[src/common/phy_irq_defs.svh]
// register offsets, field positions and reset values of the interrupt logic
`ifndef PHY_IRQ_DEFS_SVH
`define PHY_IRQ_DEFS_SVH

`define ADDR_WIDTH             5
`define DATA_WIDTH             16
`define EVENT_COUNT            7

`define OFS_INTERRUPT_CONTROL  5'h11
`define OFS_EVENT_STATUS       5'h12
`define OFS_FALSE_CARRIER_CNT  5'h14
`define OFS_RX_ERROR_CNT       5'h15

`define CTRL_OUTPUT_ENABLE_BIT 0
`define CTRL_GLOBAL_ENABLE_BIT 1
`define CTRL_TEST_FORCE_BIT    2
`define CTRL_FIELD_WIDTH       3

`define STATUS_PENDING_LSB     8
`define STATUS_ENABLE_LSB      0

`define EV_ENERGY              6
`define EV_LINK                5
`define EV_SPEED               4
`define EV_DUPLEX              3
`define EV_AUTONEG             2
`define EV_FALSE_CARRIER_HALF  1
`define EV_RX_ERROR_HALF       0

`define CTRL_RESET             3'h0
`define EVENT_RESET            7'h00
`define COUNT_WIDTH            8
`define COUNT_RESET            8'h00

`endif

[src/common/phy_irq_pkg.sv]
// types shared by the interrupt logic
package phy_irq_pkg;
    typedef logic [6:0]  event_vec_type;
    typedef logic [15:0] reg_word_type;
    typedef logic [4:0]  reg_addr_type;
    typedef enum logic [1:0] {
        sel_none,
        sel_control,
        sel_status,
        sel_counter
    } reg_select_type;
endpackage

[src/rtl/input_sync.sv]
// three-stage synchroniser that changes only when the last two stages agree
module input_sync (
    input  wire logic core_clk,   // device clock
    input  wire logic arst_n,     // asynchronous reset, active low
    input  wire logic async_in,   // level from outside the clock domain
    output logic      sync_out    // filtered level
);
    logic stage1_reg;
    logic stage2_reg;
    logic stage3_reg;
    logic out_reg;
    logic agree;

    // stage1 feeds stage2 only; the filter looks at stages 2 and 3
    assign agree    = (stage2_reg == stage3_reg);
    assign sync_out = out_reg;

    always_ff @(posedge core_clk or negedge arst_n) begin
        if (!arst_n) begin
            stage1_reg <= 1'b1;
            stage2_reg <= 1'b1;
            stage3_reg <= 1'b1;
            out_reg    <= 1'b1;
        end else begin
            stage1_reg <= async_in;
            stage2_reg <= stage1_reg;
            stage3_reg <= stage2_reg;
            if (agree) begin
                out_reg <= stage3_reg;
            end
        end
    end
endmodule // input_sync

[src/rtl/event_counter.sv]
// saturating event counter, cleared by a read, flags crossing of half range
module event_counter #(
    parameter int WIDTH = 8
) (
    input  wire logic             core_clk,   // device clock
    input  wire logic             arst_n,     // asynchronous reset, active low
    input  wire logic             inc,        // one-cycle count pulse
    input  wire logic             clr,        // clear-when-read pulse
    output logic [WIDTH-1:0]      count,      // current count
    output logic                  half_rise   // pulse: msb goes to one
);
    logic [WIDTH-1:0] count_reg;
    logic [WIDTH-1:0] count_next;
    logic             at_max;

    assign at_max = &count_reg;

    // a pulse in the clearing cycle is kept as a count of one
    always_comb begin
        if (clr) begin
            count_next = inc ? WIDTH'(1) : '0;
        end else if (inc && !at_max) begin
            count_next = count_reg + WIDTH'(1);
        end else begin
            count_next = count_reg;
        end
    end

    assign half_rise = count_next[WIDTH-1] & ~count_reg[WIDTH-1];
    assign count     = count_reg;

    always_ff @(posedge core_clk or negedge arst_n) begin
        if (!arst_n) begin
            count_reg <= '0;
        end else begin
            count_reg <= count_next;
        end
    end
endmodule // event_counter

[src/rtl/phy_event_interrupt_logic.sv]
// interrupt control, event latching and shared pin logic of the transceiver
`include "phy_irq_defs.svh"

module phy_event_interrupt_logic #(
    parameter bit IRQ_ACTIVE_LOW = 1'b1
) (
    input  wire logic                       core_clk,        // 10 MHz clock
    input  wire logic                       arst_n,          // reset, low
    input  wire phy_irq_pkg::reg_addr_type  reg_addr,        // register index
    input  wire logic                       reg_rd,          // read pulse
    input  wire logic                       reg_wr,          // write pulse
    input  wire phy_irq_pkg::reg_word_type  reg_wdata,       // write data
    output phy_irq_pkg::reg_word_type       reg_rdata,       // read data
    output logic                            reg_rvalid,      // read done
    input  wire logic                       energy_state,    // energy seen
    input  wire logic                       link_state,      // link up
    input  wire logic                       speed_state,     // 100 Mb/s
    input  wire logic                       duplex_state,    // full duplex
    input  wire logic                       autoneg_done,    // autoneg done
    input  wire logic                       false_carrier_event, // count
    input  wire logic                       rx_error_event,  // count pulse
    input  wire logic                       powerdown_or_irq_pin_i,  // pin in
    output logic                            powerdown_or_irq_pin_o,  // pin out
    output logic                            powerdown_or_irq_pin_oe, // drive
    output logic                            powerdown_request, // pin asks
    output logic                            irq_active       // irq level
);
    // register decode
    // a read and a write in one cycle both act; the read sees the old value
    logic sel_control;
    logic sel_status;
    logic sel_fc_count;
    logic sel_rx_count;
    logic wr_control;
    logic wr_status;
    logic rd_status;
    logic rd_fc_count;
    logic rd_rx_count;

    assign sel_control  = (reg_addr == `OFS_INTERRUPT_CONTROL);
    assign sel_status   = (reg_addr == `OFS_EVENT_STATUS);
    assign sel_fc_count = (reg_addr == `OFS_FALSE_CARRIER_CNT);
    assign sel_rx_count = (reg_addr == `OFS_RX_ERROR_CNT);
    assign wr_control   = reg_wr & sel_control;
    assign wr_status    = reg_wr & sel_status;
    assign rd_status    = reg_rd & sel_status;
    assign rd_fc_count  = reg_rd & sel_fc_count;
    assign rd_rx_count  = reg_rd & sel_rx_count;

    // control register
    logic [`CTRL_FIELD_WIDTH-1:0] control_reg;
    logic [`CTRL_FIELD_WIDTH-1:0] control_next;
    logic                         test_irq_force;
    logic                         global_event_irq_enable;
    logic                         output_enable;

    // only the three low bits have storage; the rest cannot be written
    assign control_next = wr_control ?
        reg_wdata[`CTRL_FIELD_WIDTH-1:0] : control_reg;

    assign test_irq_force          = control_reg[`CTRL_TEST_FORCE_BIT];
    assign global_event_irq_enable = control_reg[`CTRL_GLOBAL_ENABLE_BIT];
    assign output_enable           = control_reg[`CTRL_OUTPUT_ENABLE_BIT];

    always_ff @(posedge core_clk or negedge arst_n) begin
        if (!arst_n) begin
            control_reg <= `CTRL_RESET;
        end else begin
            control_reg <= control_next;
        end
    end

    // per-event enables
    phy_irq_pkg::event_vec_type enable_reg;
    phy_irq_pkg::event_vec_type enable_next;

    // bit 7 and the pending field are not stored from the write data
    assign enable_next = wr_status ?
        reg_wdata[`STATUS_ENABLE_LSB +: `EVENT_COUNT] : enable_reg;

    always_ff @(posedge core_clk or negedge arst_n) begin
        if (!arst_n) begin
            enable_reg <= `EVENT_RESET;
        end else begin
            enable_reg <= enable_next;
        end
    end

    // error counters
    // each count clears on its own read, never on the status read
    logic [`COUNT_WIDTH-1:0] false_carrier_count;
    logic [`COUNT_WIDTH-1:0] rx_error_count;
    logic                    false_carrier_half;
    logic                    rx_error_half;

    event_counter #(
        .WIDTH     (`COUNT_WIDTH)
    ) u_false_carrier_counter (
        .core_clk  (core_clk),
        .arst_n    (arst_n),
        .inc       (false_carrier_event),
        .clr       (rd_fc_count),
        .count     (false_carrier_count),
        .half_rise (false_carrier_half)
    );

    event_counter #(
        .WIDTH     (`COUNT_WIDTH)
    ) u_rx_error_counter (
        .core_clk  (core_clk),
        .arst_n    (arst_n),
        .inc       (rx_error_event),
        .clr       (rd_rx_count),
        .count     (rx_error_count),
        .half_rise (rx_error_half)
    );

    // event detection
    // previous levels are taken on the first edge after reset, so a link
    // already up at release does not look like a change
    logic primed_reg;
    logic energy_prev_reg;
    logic link_prev_reg;
    logic speed_prev_reg;
    logic duplex_prev_reg;
    logic autoneg_prev_reg;

    always_ff @(posedge core_clk or negedge arst_n) begin
        if (!arst_n) begin
            primed_reg       <= 1'b0;
            energy_prev_reg  <= 1'b0;
            link_prev_reg    <= 1'b0;
            speed_prev_reg   <= 1'b0;
            duplex_prev_reg  <= 1'b0;
            autoneg_prev_reg <= 1'b0;
        end else begin
            primed_reg       <= 1'b1;
            energy_prev_reg  <= energy_state;
            link_prev_reg    <= link_state;
            speed_prev_reg   <= speed_state;
            duplex_prev_reg  <= duplex_state;
            autoneg_prev_reg <= autoneg_done;
        end
    end

    phy_irq_pkg::event_vec_type event_hit;

    // a level source reports a change on either edge once primed
    function automatic logic level_changed(input logic now_level,
                                           input logic prev_level,
                                           input logic primed);
        return primed & (now_level ^ prev_level);
    endfunction

    always_comb begin
        event_hit = '0;
        event_hit[`EV_ENERGY]  = level_changed(energy_state,
            energy_prev_reg, primed_reg);
        event_hit[`EV_LINK]    = level_changed(link_state,
            link_prev_reg, primed_reg);
        event_hit[`EV_SPEED]   = level_changed(speed_state,
            speed_prev_reg, primed_reg);
        event_hit[`EV_DUPLEX]  = level_changed(duplex_state,
            duplex_prev_reg, primed_reg);
        // autoneg counts only its rising edge; dropping back is no event
        event_hit[`EV_AUTONEG] = primed_reg &
            autoneg_done & ~autoneg_prev_reg;
        event_hit[`EV_FALSE_CARRIER_HALF] = false_carrier_half;
        event_hit[`EV_RX_ERROR_HALF]      = rx_error_half;
    end

    // pending status
    phy_irq_pkg::event_vec_type pending_reg;
    phy_irq_pkg::event_vec_type pending_next;
    phy_irq_pkg::event_vec_type pending_kept;

    // a read clears what it reports; a new hit wins over the clear
    assign pending_kept = rd_status ? '0 : pending_reg;
    assign pending_next = pending_kept | event_hit;

    always_ff @(posedge core_clk or negedge arst_n) begin
        if (!arst_n) begin
            pending_reg <= `EVENT_RESET;
        end else begin
            pending_reg <= pending_next;
        end
    end

    // read back
    phy_irq_pkg::reg_word_type control_word;
    phy_irq_pkg::reg_word_type status_word;
    phy_irq_pkg::reg_word_type read_word;
    phy_irq_pkg::reg_word_type rdata_reg;
    logic                      rvalid_reg;

    // unstored bits are tied low so reserved fields always read zero
    assign control_word = {13'h0000, control_reg};
    assign status_word  = {1'b0, pending_reg, 1'b0, enable_reg};

    // a count sits in the low bits of the register word
    function automatic phy_irq_pkg::reg_word_type count_word(
        input logic [`COUNT_WIDTH-1:0] count_value);
        return {{(`DATA_WIDTH - `COUNT_WIDTH){1'b0}}, count_value};
    endfunction

    always_comb begin
        if (sel_control) begin
            read_word = control_word;
        end else if (sel_status) begin
            read_word = status_word;
        end else if (sel_fc_count) begin
            read_word = count_word(false_carrier_count);
        end else if (sel_rx_count) begin
            read_word = count_word(rx_error_count);
        end else begin
            read_word = 16'h0000;
        end
    end

    // rdata stands until the next read for a master that samples late
    always_ff @(posedge core_clk or negedge arst_n) begin
        if (!arst_n) begin
            rdata_reg  <= 16'h0000;
            rvalid_reg <= 1'b0;
        end else begin
            rvalid_reg <= reg_rd;
            if (reg_rd) begin
                rdata_reg <= read_word;
            end
        end
    end

    assign reg_rdata  = rdata_reg;
    assign reg_rvalid = rvalid_reg;

    // interrupt level
    // registered so the pin cannot glitch while pending and enables settle
    logic any_enabled_event;
    logic irq_next;
    logic irq_reg;

    assign any_enabled_event = |(pending_reg & enable_reg);
    // test force ignores the event state; events need both enables
    assign irq_next = test_irq_force |
        (any_enabled_event & global_event_irq_enable &
         output_enable);

    always_ff @(posedge core_clk or negedge arst_n) begin
        if (!arst_n) begin
            irq_reg <= 1'b0;
        end else begin
            irq_reg <= irq_next;
        end
    end

    assign irq_active = irq_reg;

    // shared pin
    logic pin_level;
    logic pd_level_reg;

    input_sync u_pin_sync (
        .core_clk (core_clk),
        .arst_n   (arst_n),
        .async_in (powerdown_or_irq_pin_i),
        .sync_out (pin_level)
    );

    // the pin reads back our own drive while an output, so power-down
    // is only honoured in input mode
    assign powerdown_or_irq_pin_oe = output_enable;
    assign powerdown_or_irq_pin_o  = IRQ_ACTIVE_LOW ? ~irq_reg : irq_reg;

    // a registered level; for a few cycles after leaving output mode
    // the synchroniser still holds the level that we drove
    always_ff @(posedge core_clk or negedge arst_n) begin
        if (!arst_n) begin
            pd_level_reg <= 1'b0;
        end else begin
            pd_level_reg <= ~pin_level;
        end
    end

    assign powerdown_request = ~output_enable & pd_level_reg;
endmodule // phy_event_interrupt_logic

[config.mk]
export PLATFORM = sky130hd
export DESIGN_NAME = phy_event_interrupt_logic
export DESIGN_NICKNAME = d
export VERILOG_FILES = /design/src/common/phy_irq_pkg.sv /design/src/rtl/input_sync.sv /design/src/rtl/event_counter.sv /design/src/rtl/phy_event_interrupt_logic.sv
export VERILOG_INCLUDE_DIRS = /design/src /design/src/common
export SDC_FILE = /design/constraint.sdc
export NUM_CORES = 1
export LEC_CHECK = 0
export ABC_AREA = 1
export BUFFER_PORTS_ARGS = -buffer_cell sky130_fd_sc_hd__buf_2
export CAP_MARGIN = 10
export CORE_MARGIN = 1
export CORE_UTILIZATION = 33
export DETAILED_ROUTE_END_ITERATION = 6
export GPL_TIMING_DRIVEN = 0
export PLACE_DENSITY = 0.6
export SETUP_SLACK_MARGIN = 0.02
export SYNTH_ARGS = -nofsm -noshare
export SYNTH_HDL_FRONTEND = slang
export SYNTH_HIERARCHICAL = 1
export SYNTH_SLANG_ARGS = --single-unit
[constraint.sdc]
create_clock -name core_clk -period 1.2 [get_ports core_clk]
set_input_delay 0.18 -clock core_clk [delete_from_list [all_inputs] [get_ports core_clk]]
set_output_delay 0.18 -clock core_clk [all_outputs]
set_load 0.01 [all_outputs]
==> flow_metrics.py, run 1 <==
metrics = {
    "status": {
        "status": "finished with violations",
        "violations": "DRC, setup timing",
    },
    "placed_design": {
        "place.port_buffers": 43,
        "place_area_um2": 3440,
        "dp_hpwl_um": 5120,
        "gp_congestion": 0.879,
    },
    "pwr": {
        "p_sw_share_pct": 31.3,
        "pwr_density_cell_nw_per_um2": 1580,
        "clock_power_share_pct": 32.7,
        "leakagePower_nw": 2.06,
        "internal_power_mw": 4.28,
        "p_sw_mw": 1.95,
        "comb_power_share_pct": 23.0,
        "vdd_ir_drop_max_uv": 564,
        "p_seq_share_pct": 44.3,
    },
    "drt": {
        "drt_iter0_markers": 111,
        "num_vias": 2698,
        "avgRoutedWirePerCell_um": 12.6,
        "wl_um": 7330,
        "drt_pre_antenna_iters": 7,
        "vias_per_cell": 4.63,
        "drc": 4,
        "antenna_left": 0,
    },
    "yosys": {
        "synth-edff-count": 0,
        "yosys_register_bits": 61,
        "synth_fa_ha_area_share_pct": 0.819,
        "synth_top_family_by_area": "simple AND/OR/NAND/NOR gates",
        "synthXorXnorAreaFrac_pct": 0,
        "ys_types": 30,
        "yosysSeqAreaShare_pct": 50.1,
        "netlist_top_cells_area": "dfrtp_1 (47%), nand2_1 (16%), inv_1 (5.8%), nand3_1 (5.6%), nor2_1 (5.2%)",
        "ys_warn_count": 6,
        "synth_simple_gate_area_share_pct": 35.3,
        "synth_area_um2": 3050,
        "syn_area_per_cell_um2": 7.83,
        "ys_async_sr_fraction_pct": 100,
        "netlist.top_cell.by_area": "dfrtp_1",
        "synthTopCellsByCount": "nand2_1 (127), dfrtp_1 (57), inv_1 (47)",
        "syn-instance-count": 390,
        "synth-compound-area-share_pct": 6.31,
        "synth.area.mux_share_pct": 0,
        "synth_most_common_cell": "nand2_1",
        "ys.flop_type": "dfrtp_1",
        "synth_nets": 425,
        "synth_top_area_share_pct": 46.7,
    },
    "clocking": {
        "clockBufferDepth": 2,
        "root_buffer": "clkbuf_8",
        "tritoncts": "yes",
        "htreeDepth": 3,
        "clk_pin_slew_ns": 0.07,
        "cts-buffers-inserted": 9,
        "cts_sinks": 61,
        "clock_latency_ns": 0.34,
    },
    "timing": {
        "fin_crit_sh_pct": 110,
        "skew_ns": 0.0103,
        "timing.final.hold_violations": 0,
        "hold_slack_ns": 0.0355,
        "tightest_slew_ns": 0.554,
        "max_freq_mhz": 756,
        "min_period_ns": 1.32,
        "setup_viol": 18,
        "rsz0062_at_grt": "true",
        "setup_ws_ns": -0.123,
        "slew_headroom_pct": 63.0,
        "drv_slew": 0,
    },
    "floorplan": {
        "core_area_um2": 8850,
        "rows": 34,
        "die_x_um": 98.2,
        "ios": 54,
        "initial_core_util_pct": 34.5,
        "die_h_um": 98.2,
        "dieArea_um2": 9640,
    },
    "layout": {
        "largest_register_ffs": 15,
        "diodes": 0,
        "final_area_um2": 3960,
        "area_delta_synth_final_pct": 29.7,
        "nets": 505,
        "drive_gt1_share_pct": 27.4,
        "nFillCells": 882,
    },
    "hold_path": {
        "min_from": "reg_rd",
        "hold_path_end": "reg_rvalid$_DFF_PN0_",
        "hold_depth": 1,
        "hp-class": "in -> reg",
    },
    "setup_path": {
        "rrSetupSlack_ns": -0.12,
        "startpoint_type": "flip-flop",
        "reg2reg_to": "u_false_carrier_counter/count[4]$_DFFE_PN0P_",
        "endpoint_kind": "flip-flop",
        "worst-path-max-fanout": 6,
        "crit_type": "reg -> reg",
        "r2r-start": "u_false_carrier_counter/count[0]$_DFFE_PN0P_",
        "critPathArrivalTime_ns": 1.54,
        "worst_r2r_path_depth": 7,
        "cp_data_required_time_ns": 1.42,
    },
    "global_routing": {
        "track_usage_pct": 16.4,
        "met3_usage_pct": 4.29,
        "antenna_found_initial": 0,
        "grt_use_met1_pct": 21.6,
        "grt_max_degree": 35,
        "grt_pass1_vias": 2612,
        "grt_pass1_wl_um": 12300,
        "grt_overflow": 0,
        "use_met2_pct": 26.0,
        "grt.busiest_layer": "met2",
    },
    "flow_run": {
        "cap_violations": 0,
    },
}
==> repair_timing <==
| action | in CTS | in global routing |
|---|---|---|
| resized for setup | 11 | 11 |
| setup endpoints to repair | 19 | 49 |
| hold buffers | 7 | 0 |
| hold endpoints to repair | 35 | 0 |
| pin swaps | 15 | 18 |
| setup buffers | 12 | 7 |
==> cell families after synthesis <==
kind of cell             Yosys count
AO/OA/AOI/OAI                     31
other                              2
adder cells (fa/ha/maj)            2
flip-flops                        61
AND/OR/NAND/NOR                  239
buffers and inverters             55
==> how the worst max path moves through the flow <==
stage                     depth (start not counted)                                         start                                           end
final                                             7  u_false_carrier_counter/count[0]$_DFFE_PN0P_  u_false_carrier_counter/count[4]$_DFFE_PN0P_
after global routing                              7  u_false_carrier_counter/count[0]$_DFFE_PN0P_    u_false_carrier_counter/count[7]$_DFF_PN0_
after CTS                                         7  u_false_carrier_counter/count[0]$_DFFE_PN0P_  u_false_carrier_counter/count[4]$_DFFE_PN0P_
after detailed placement                          8                                        reg_rd       u_rx_error_counter/count[0]$_DFFE_PN0P_
after global placement                            8                                        reg_rd       u_rx_error_counter/count[0]$_DFFE_PN0P_
after floorplan                                   7  u_false_carrier_counter/count[0]$_DFFE_PN0P_  u_false_carrier_counter/count[3]$_DFFE_PN0P_
==> power groups by stage <==
stage / sequential (mW) / clock (mW) / combinational, mW
finish: 2.77 / 2.04 / 1.43
floorplan: 2.70 / 0 / 0.702
global route: 2.81 / 2.19 / 1.63
CTS: 2.76 / 2.09 / 1.27
detailed placement: 2.81 / 0 / 0.992
global placement: 2.80 / 0 / 0.958
==> through the flow <==
step / util, % / setup slack, ns / total power [mW] / setup TNS (ns) / instances
after floorplan: - / -0.0317 / 3.40 / -0.339 / 390
after global placement: 38.6 / -0.468 / 3.76 / -20.91 / 541
after detailed placement: 38.9 / -0.503 / 3.80 / -6.73 / 542
after CTS: 43.7 / -0.138 / 6.12 / -1.76 / 576
after global routing: 44.8 / -0.179 / 6.64 / -2.66 / 583
final: 44.8 / -0.123 / 6.24 / -1.44 / 583
==> cell type report <==
| class | count | area, um^2 | area share, % |
|---|---|---|---|
| plain buffers | 3 | 23.8 | 0.600 |
| clock buffers | 12 | 145 | 3.67 |
| inverters | 51 | 193 | 4.87 |
| multi-input cells | 274 | 1400 | 35.3 |
| repair buffers | 70 | 454 | 11.5 |
| clock inverters | 4 | 73.8 | 1.86 |
| well taps | 108 | 135 | 3.41 |
| flip-flops and latches | 61 | 1540 | 38.8 |
==> cell usage in the layout, fill, tap and decap left out, types with 3 or more instances in the layout <==
master         count
inv_2              3
dlygate4sd3_1      7
or2_2              4
o21ai_1            5
nor2_2             7
o21ai_0           16
clkbuf_8          10
inv_1             45
buf_4             19
o21bai_1           4
nor2_4             8
nand2_4            3
nand4_1           10
nor2_1            39
dfstp_2            4
dfrtp_2            5
dfrtp_1           52
buf_2             43
nand3_2            3
nand2_1          126
nand3_1           32
==> per-layer routing <==
layer / share of wire [%] / vias to the layer above
li1: - / 1380
met2: 46 / 60
met5: 0 / -
met4: 2.0 / 0
met1: 47 / 1248
met3: 4.3 / 10
==> worst max-delay path, stage by stage, from the launching register on <==
cell,delay (ns)
dfrtp_2,0.45
ha_4,0.19
nand2_4,0.08
nor2_4,0.05
a21oi_4,0.23
nor2_4,0.09
nand2_1,0.07
nand2_1,0.05
Note: power is estimated with default switching activity, not from simulation.
==> run 2, diff against run 1 <==
Settings changed: CORE_UTILIZATION 33 to 48, PLACE_DENSITY 0.6 to 0.79, SKIP_CTS_REPAIR_TIMING from default to 1.
==> run 2 against run 1 <==
- the run ends with hold timing, setup timing left
- global-route usage grew 6.6 points
- clock-buffer cell count down 2
- fmax down 3.0%
- largest power group unchanged
- clock power rose by 9%
- critical path depth is the same
- power rose by 2.4%
- design area down 1.4%
- worst setup slack got worse by 0.041 ns
- die area fell by 31%
- non-clock buffer count fell by 4
- highest routed layer unchanged
==> flow_metrics.py, run 2 (synthesis gave the netlist of run 1 again) <==
metrics = {
    "status": {
        "status": "finished with violations",
        "violations": "hold timing, setup timing",
    },
    "global_routing": {
        "antenna_found_initial": 0,
        "track_usage_pct": 23.0,
        "grt_pass1_wl_um": 11500,
        "grt_max_degree": 38,
        "grt_pass1_vias": 2591,
        "grt_overflow": 0,
    },
    "timing": {
        "max_freq_mhz": 733,
        "slew_headroom_pct": 42.5,
        "timing.final.hold_violations": 36,
        "drv_slew": 0,
        "skew_ns": 0.00828,
        "setup_ws_ns": -0.164,
        "fin_crit_sh_pct": 114,
        "setup_viol": 17,
        "tns_ns": -2.20,
        "tightest_slew_ns": 0.862,
        "rsz0062_at_grt": "true",
        "min_period_ns": 1.36,
        "hold_slack_ns": -0.0528,
    },
    "pwr": {
        "vdd_ir_drop_max_uv": 955,
        "leakagePower_nw": 2.03,
        "pwr_density_cell_nw_per_um2": 1640,
    },
    "clocking": {
        "clock_latency_ns": 0.34,
        "clk_pin_slew_ns": 0.07,
        "cts_sinks": 61,
        "tritoncts": "yes",
        "htreeDepth": 3,
        "clockBufferDepth": 2,
        "cts-buffers-inserted": 9,
        "root_buffer": "clkbuf_8",
    },
    "floorplan": {
        "rows": 28,
        "die_h_um": 81.8,
        "initial_core_util_pct": 50.7,
        "ios": 54,
        "core_area_um2": 6030,
        "die_x_um": 81.8,
        "dieArea_um2": 6690,
    },
    "layout": {
        "multiInputGateArea_um2": 1390,
        "seqCellArea_um2": 1540,
        "area_delta_synth_final_pct": 27.8,
        "final_area_um2": 3900,
        "final_common_cell": "nand2_1",
        "largest_register_ffs": 15,
        "nets": 501,
        "diodes": 0,
        "nFillCells": 489,
        "mostFrequentLayoutCells": "nand2_1 (124), dfrtp_1 (47), inv_1 (45)",
        "drive_gt1_share_pct": 28.2,
    },
    "placed_design": {
        "place_area_um2": 3410,
        "dp_hpwl_um": 4870,
        "dp_slack_ns": -0.450,
        "gp_congestion": 0.853,
        "place.port_buffers": 43,
    },
    "drt": {
        "vias_per_cell": 5.23,
        "wl_um": 7330,
        "drt_iter0_markers": 181,
        "drc": 0,
        "drt_pre_antenna_iters": 5,
        "num_vias": 2853,
        "avgRoutedWirePerCell_um": 13.4,
        "antenna_left": 0,
    },
    "hold_path": {
        "hp-class": "in -> async",
    },
    "setup_path": {
        "critPathArrivalTime_ns": 1.59,
        "endpoint_kind": "flip-flop",
        "cp_data_required_time_ns": 1.43,
        "crit_type": "reg -> reg",
        "worst-path-max-fanout": 6,
        "startpoint_type": "flip-flop",
    },
    "flow_run": {
        "cap_violations": 0,
    },
}
## run 2: worst max-delay path: stages (launching register included)
cell and delay (ns):
dfrtp_2 0.45, ha_4 0.20, nand2_4 0.09, nor2_4 0.04, a21oi_4 0.25, nor2_4 0.08, nand2_1 0.08, nand2_1 0.06
## run 2: layout make-up
cell class	instances	share of cell area, %
well taps	75	2.40
plain buffers	3	0.609
inverters	51	4.94
multi-input cells	274	35.5
repair buffers	66	10.8
flip-flops and latches	61	39.6
clock inverters	6	2.85
clock buffers	10	3.27
## run 2: final timing paths
path                                                                    from  cells past startpoint  slack, ns                                            to
worst max-delay path            u_false_carrier_counter/count[1]$_DFFE_PN0P_                      7      -0.16  u_false_carrier_counter/count[2]$_DFFE_PN0P_
worst min-delay path                                                  arst_n                      1      -0.05                       link_prev_reg$_DFF_PN0_
worst max register to register  u_false_carrier_counter/count[1]$_DFFE_PN0P_                      7      -0.16  u_false_carrier_counter/count[2]$_DFFE_PN0P_
worst min register to register               u_pin_sync/stage1_reg$_DFF_PN1_                      0       0.36               u_pin_sync/stage2_reg$_DFF_PN1_
max in group asynchronous                                             arst_n                      2       0.56               u_pin_sync/stage2_reg$_DFF_PN1_
min in group core_clk                                                 reg_rd                      1       0.02                          reg_rvalid$_DFF_PN0_
## run 2: per-layer routing
layer	global-route usage, %	share of wire (%)
met1	28.6	43
met2	37.4	48
met3	7.11	5.9
met4	9.12	3.0
met5	0	0
## run 2: through the flow
step / total power [mW] / instances / hold WS, ns / utilization, %
3_5_place_dp: 3.80 / 509 / 0.293 / 56.5
2_1_floorplan: 3.40 / 390 / -0.116 / -
4_1_cts: 6.02 / 525 / -0.0664 / 60.5
3_3_place_gp: 3.74 / 508 / 0.287 / 56.1
6_report: 6.39 / 546 / -0.0528 / 64.8
5_1_grt: 6.71 / 546 / 0.00832 / 64.8
## run 2: power breakdown
| group | internal, mW | switching, mW |
|---|---|---|
| clock network | 1.38 | 0.836 |
| registers | 2.40 | 0.415 |
| logic | 0.622 | 0.738 |
| total | 4.40 | 1.99 |
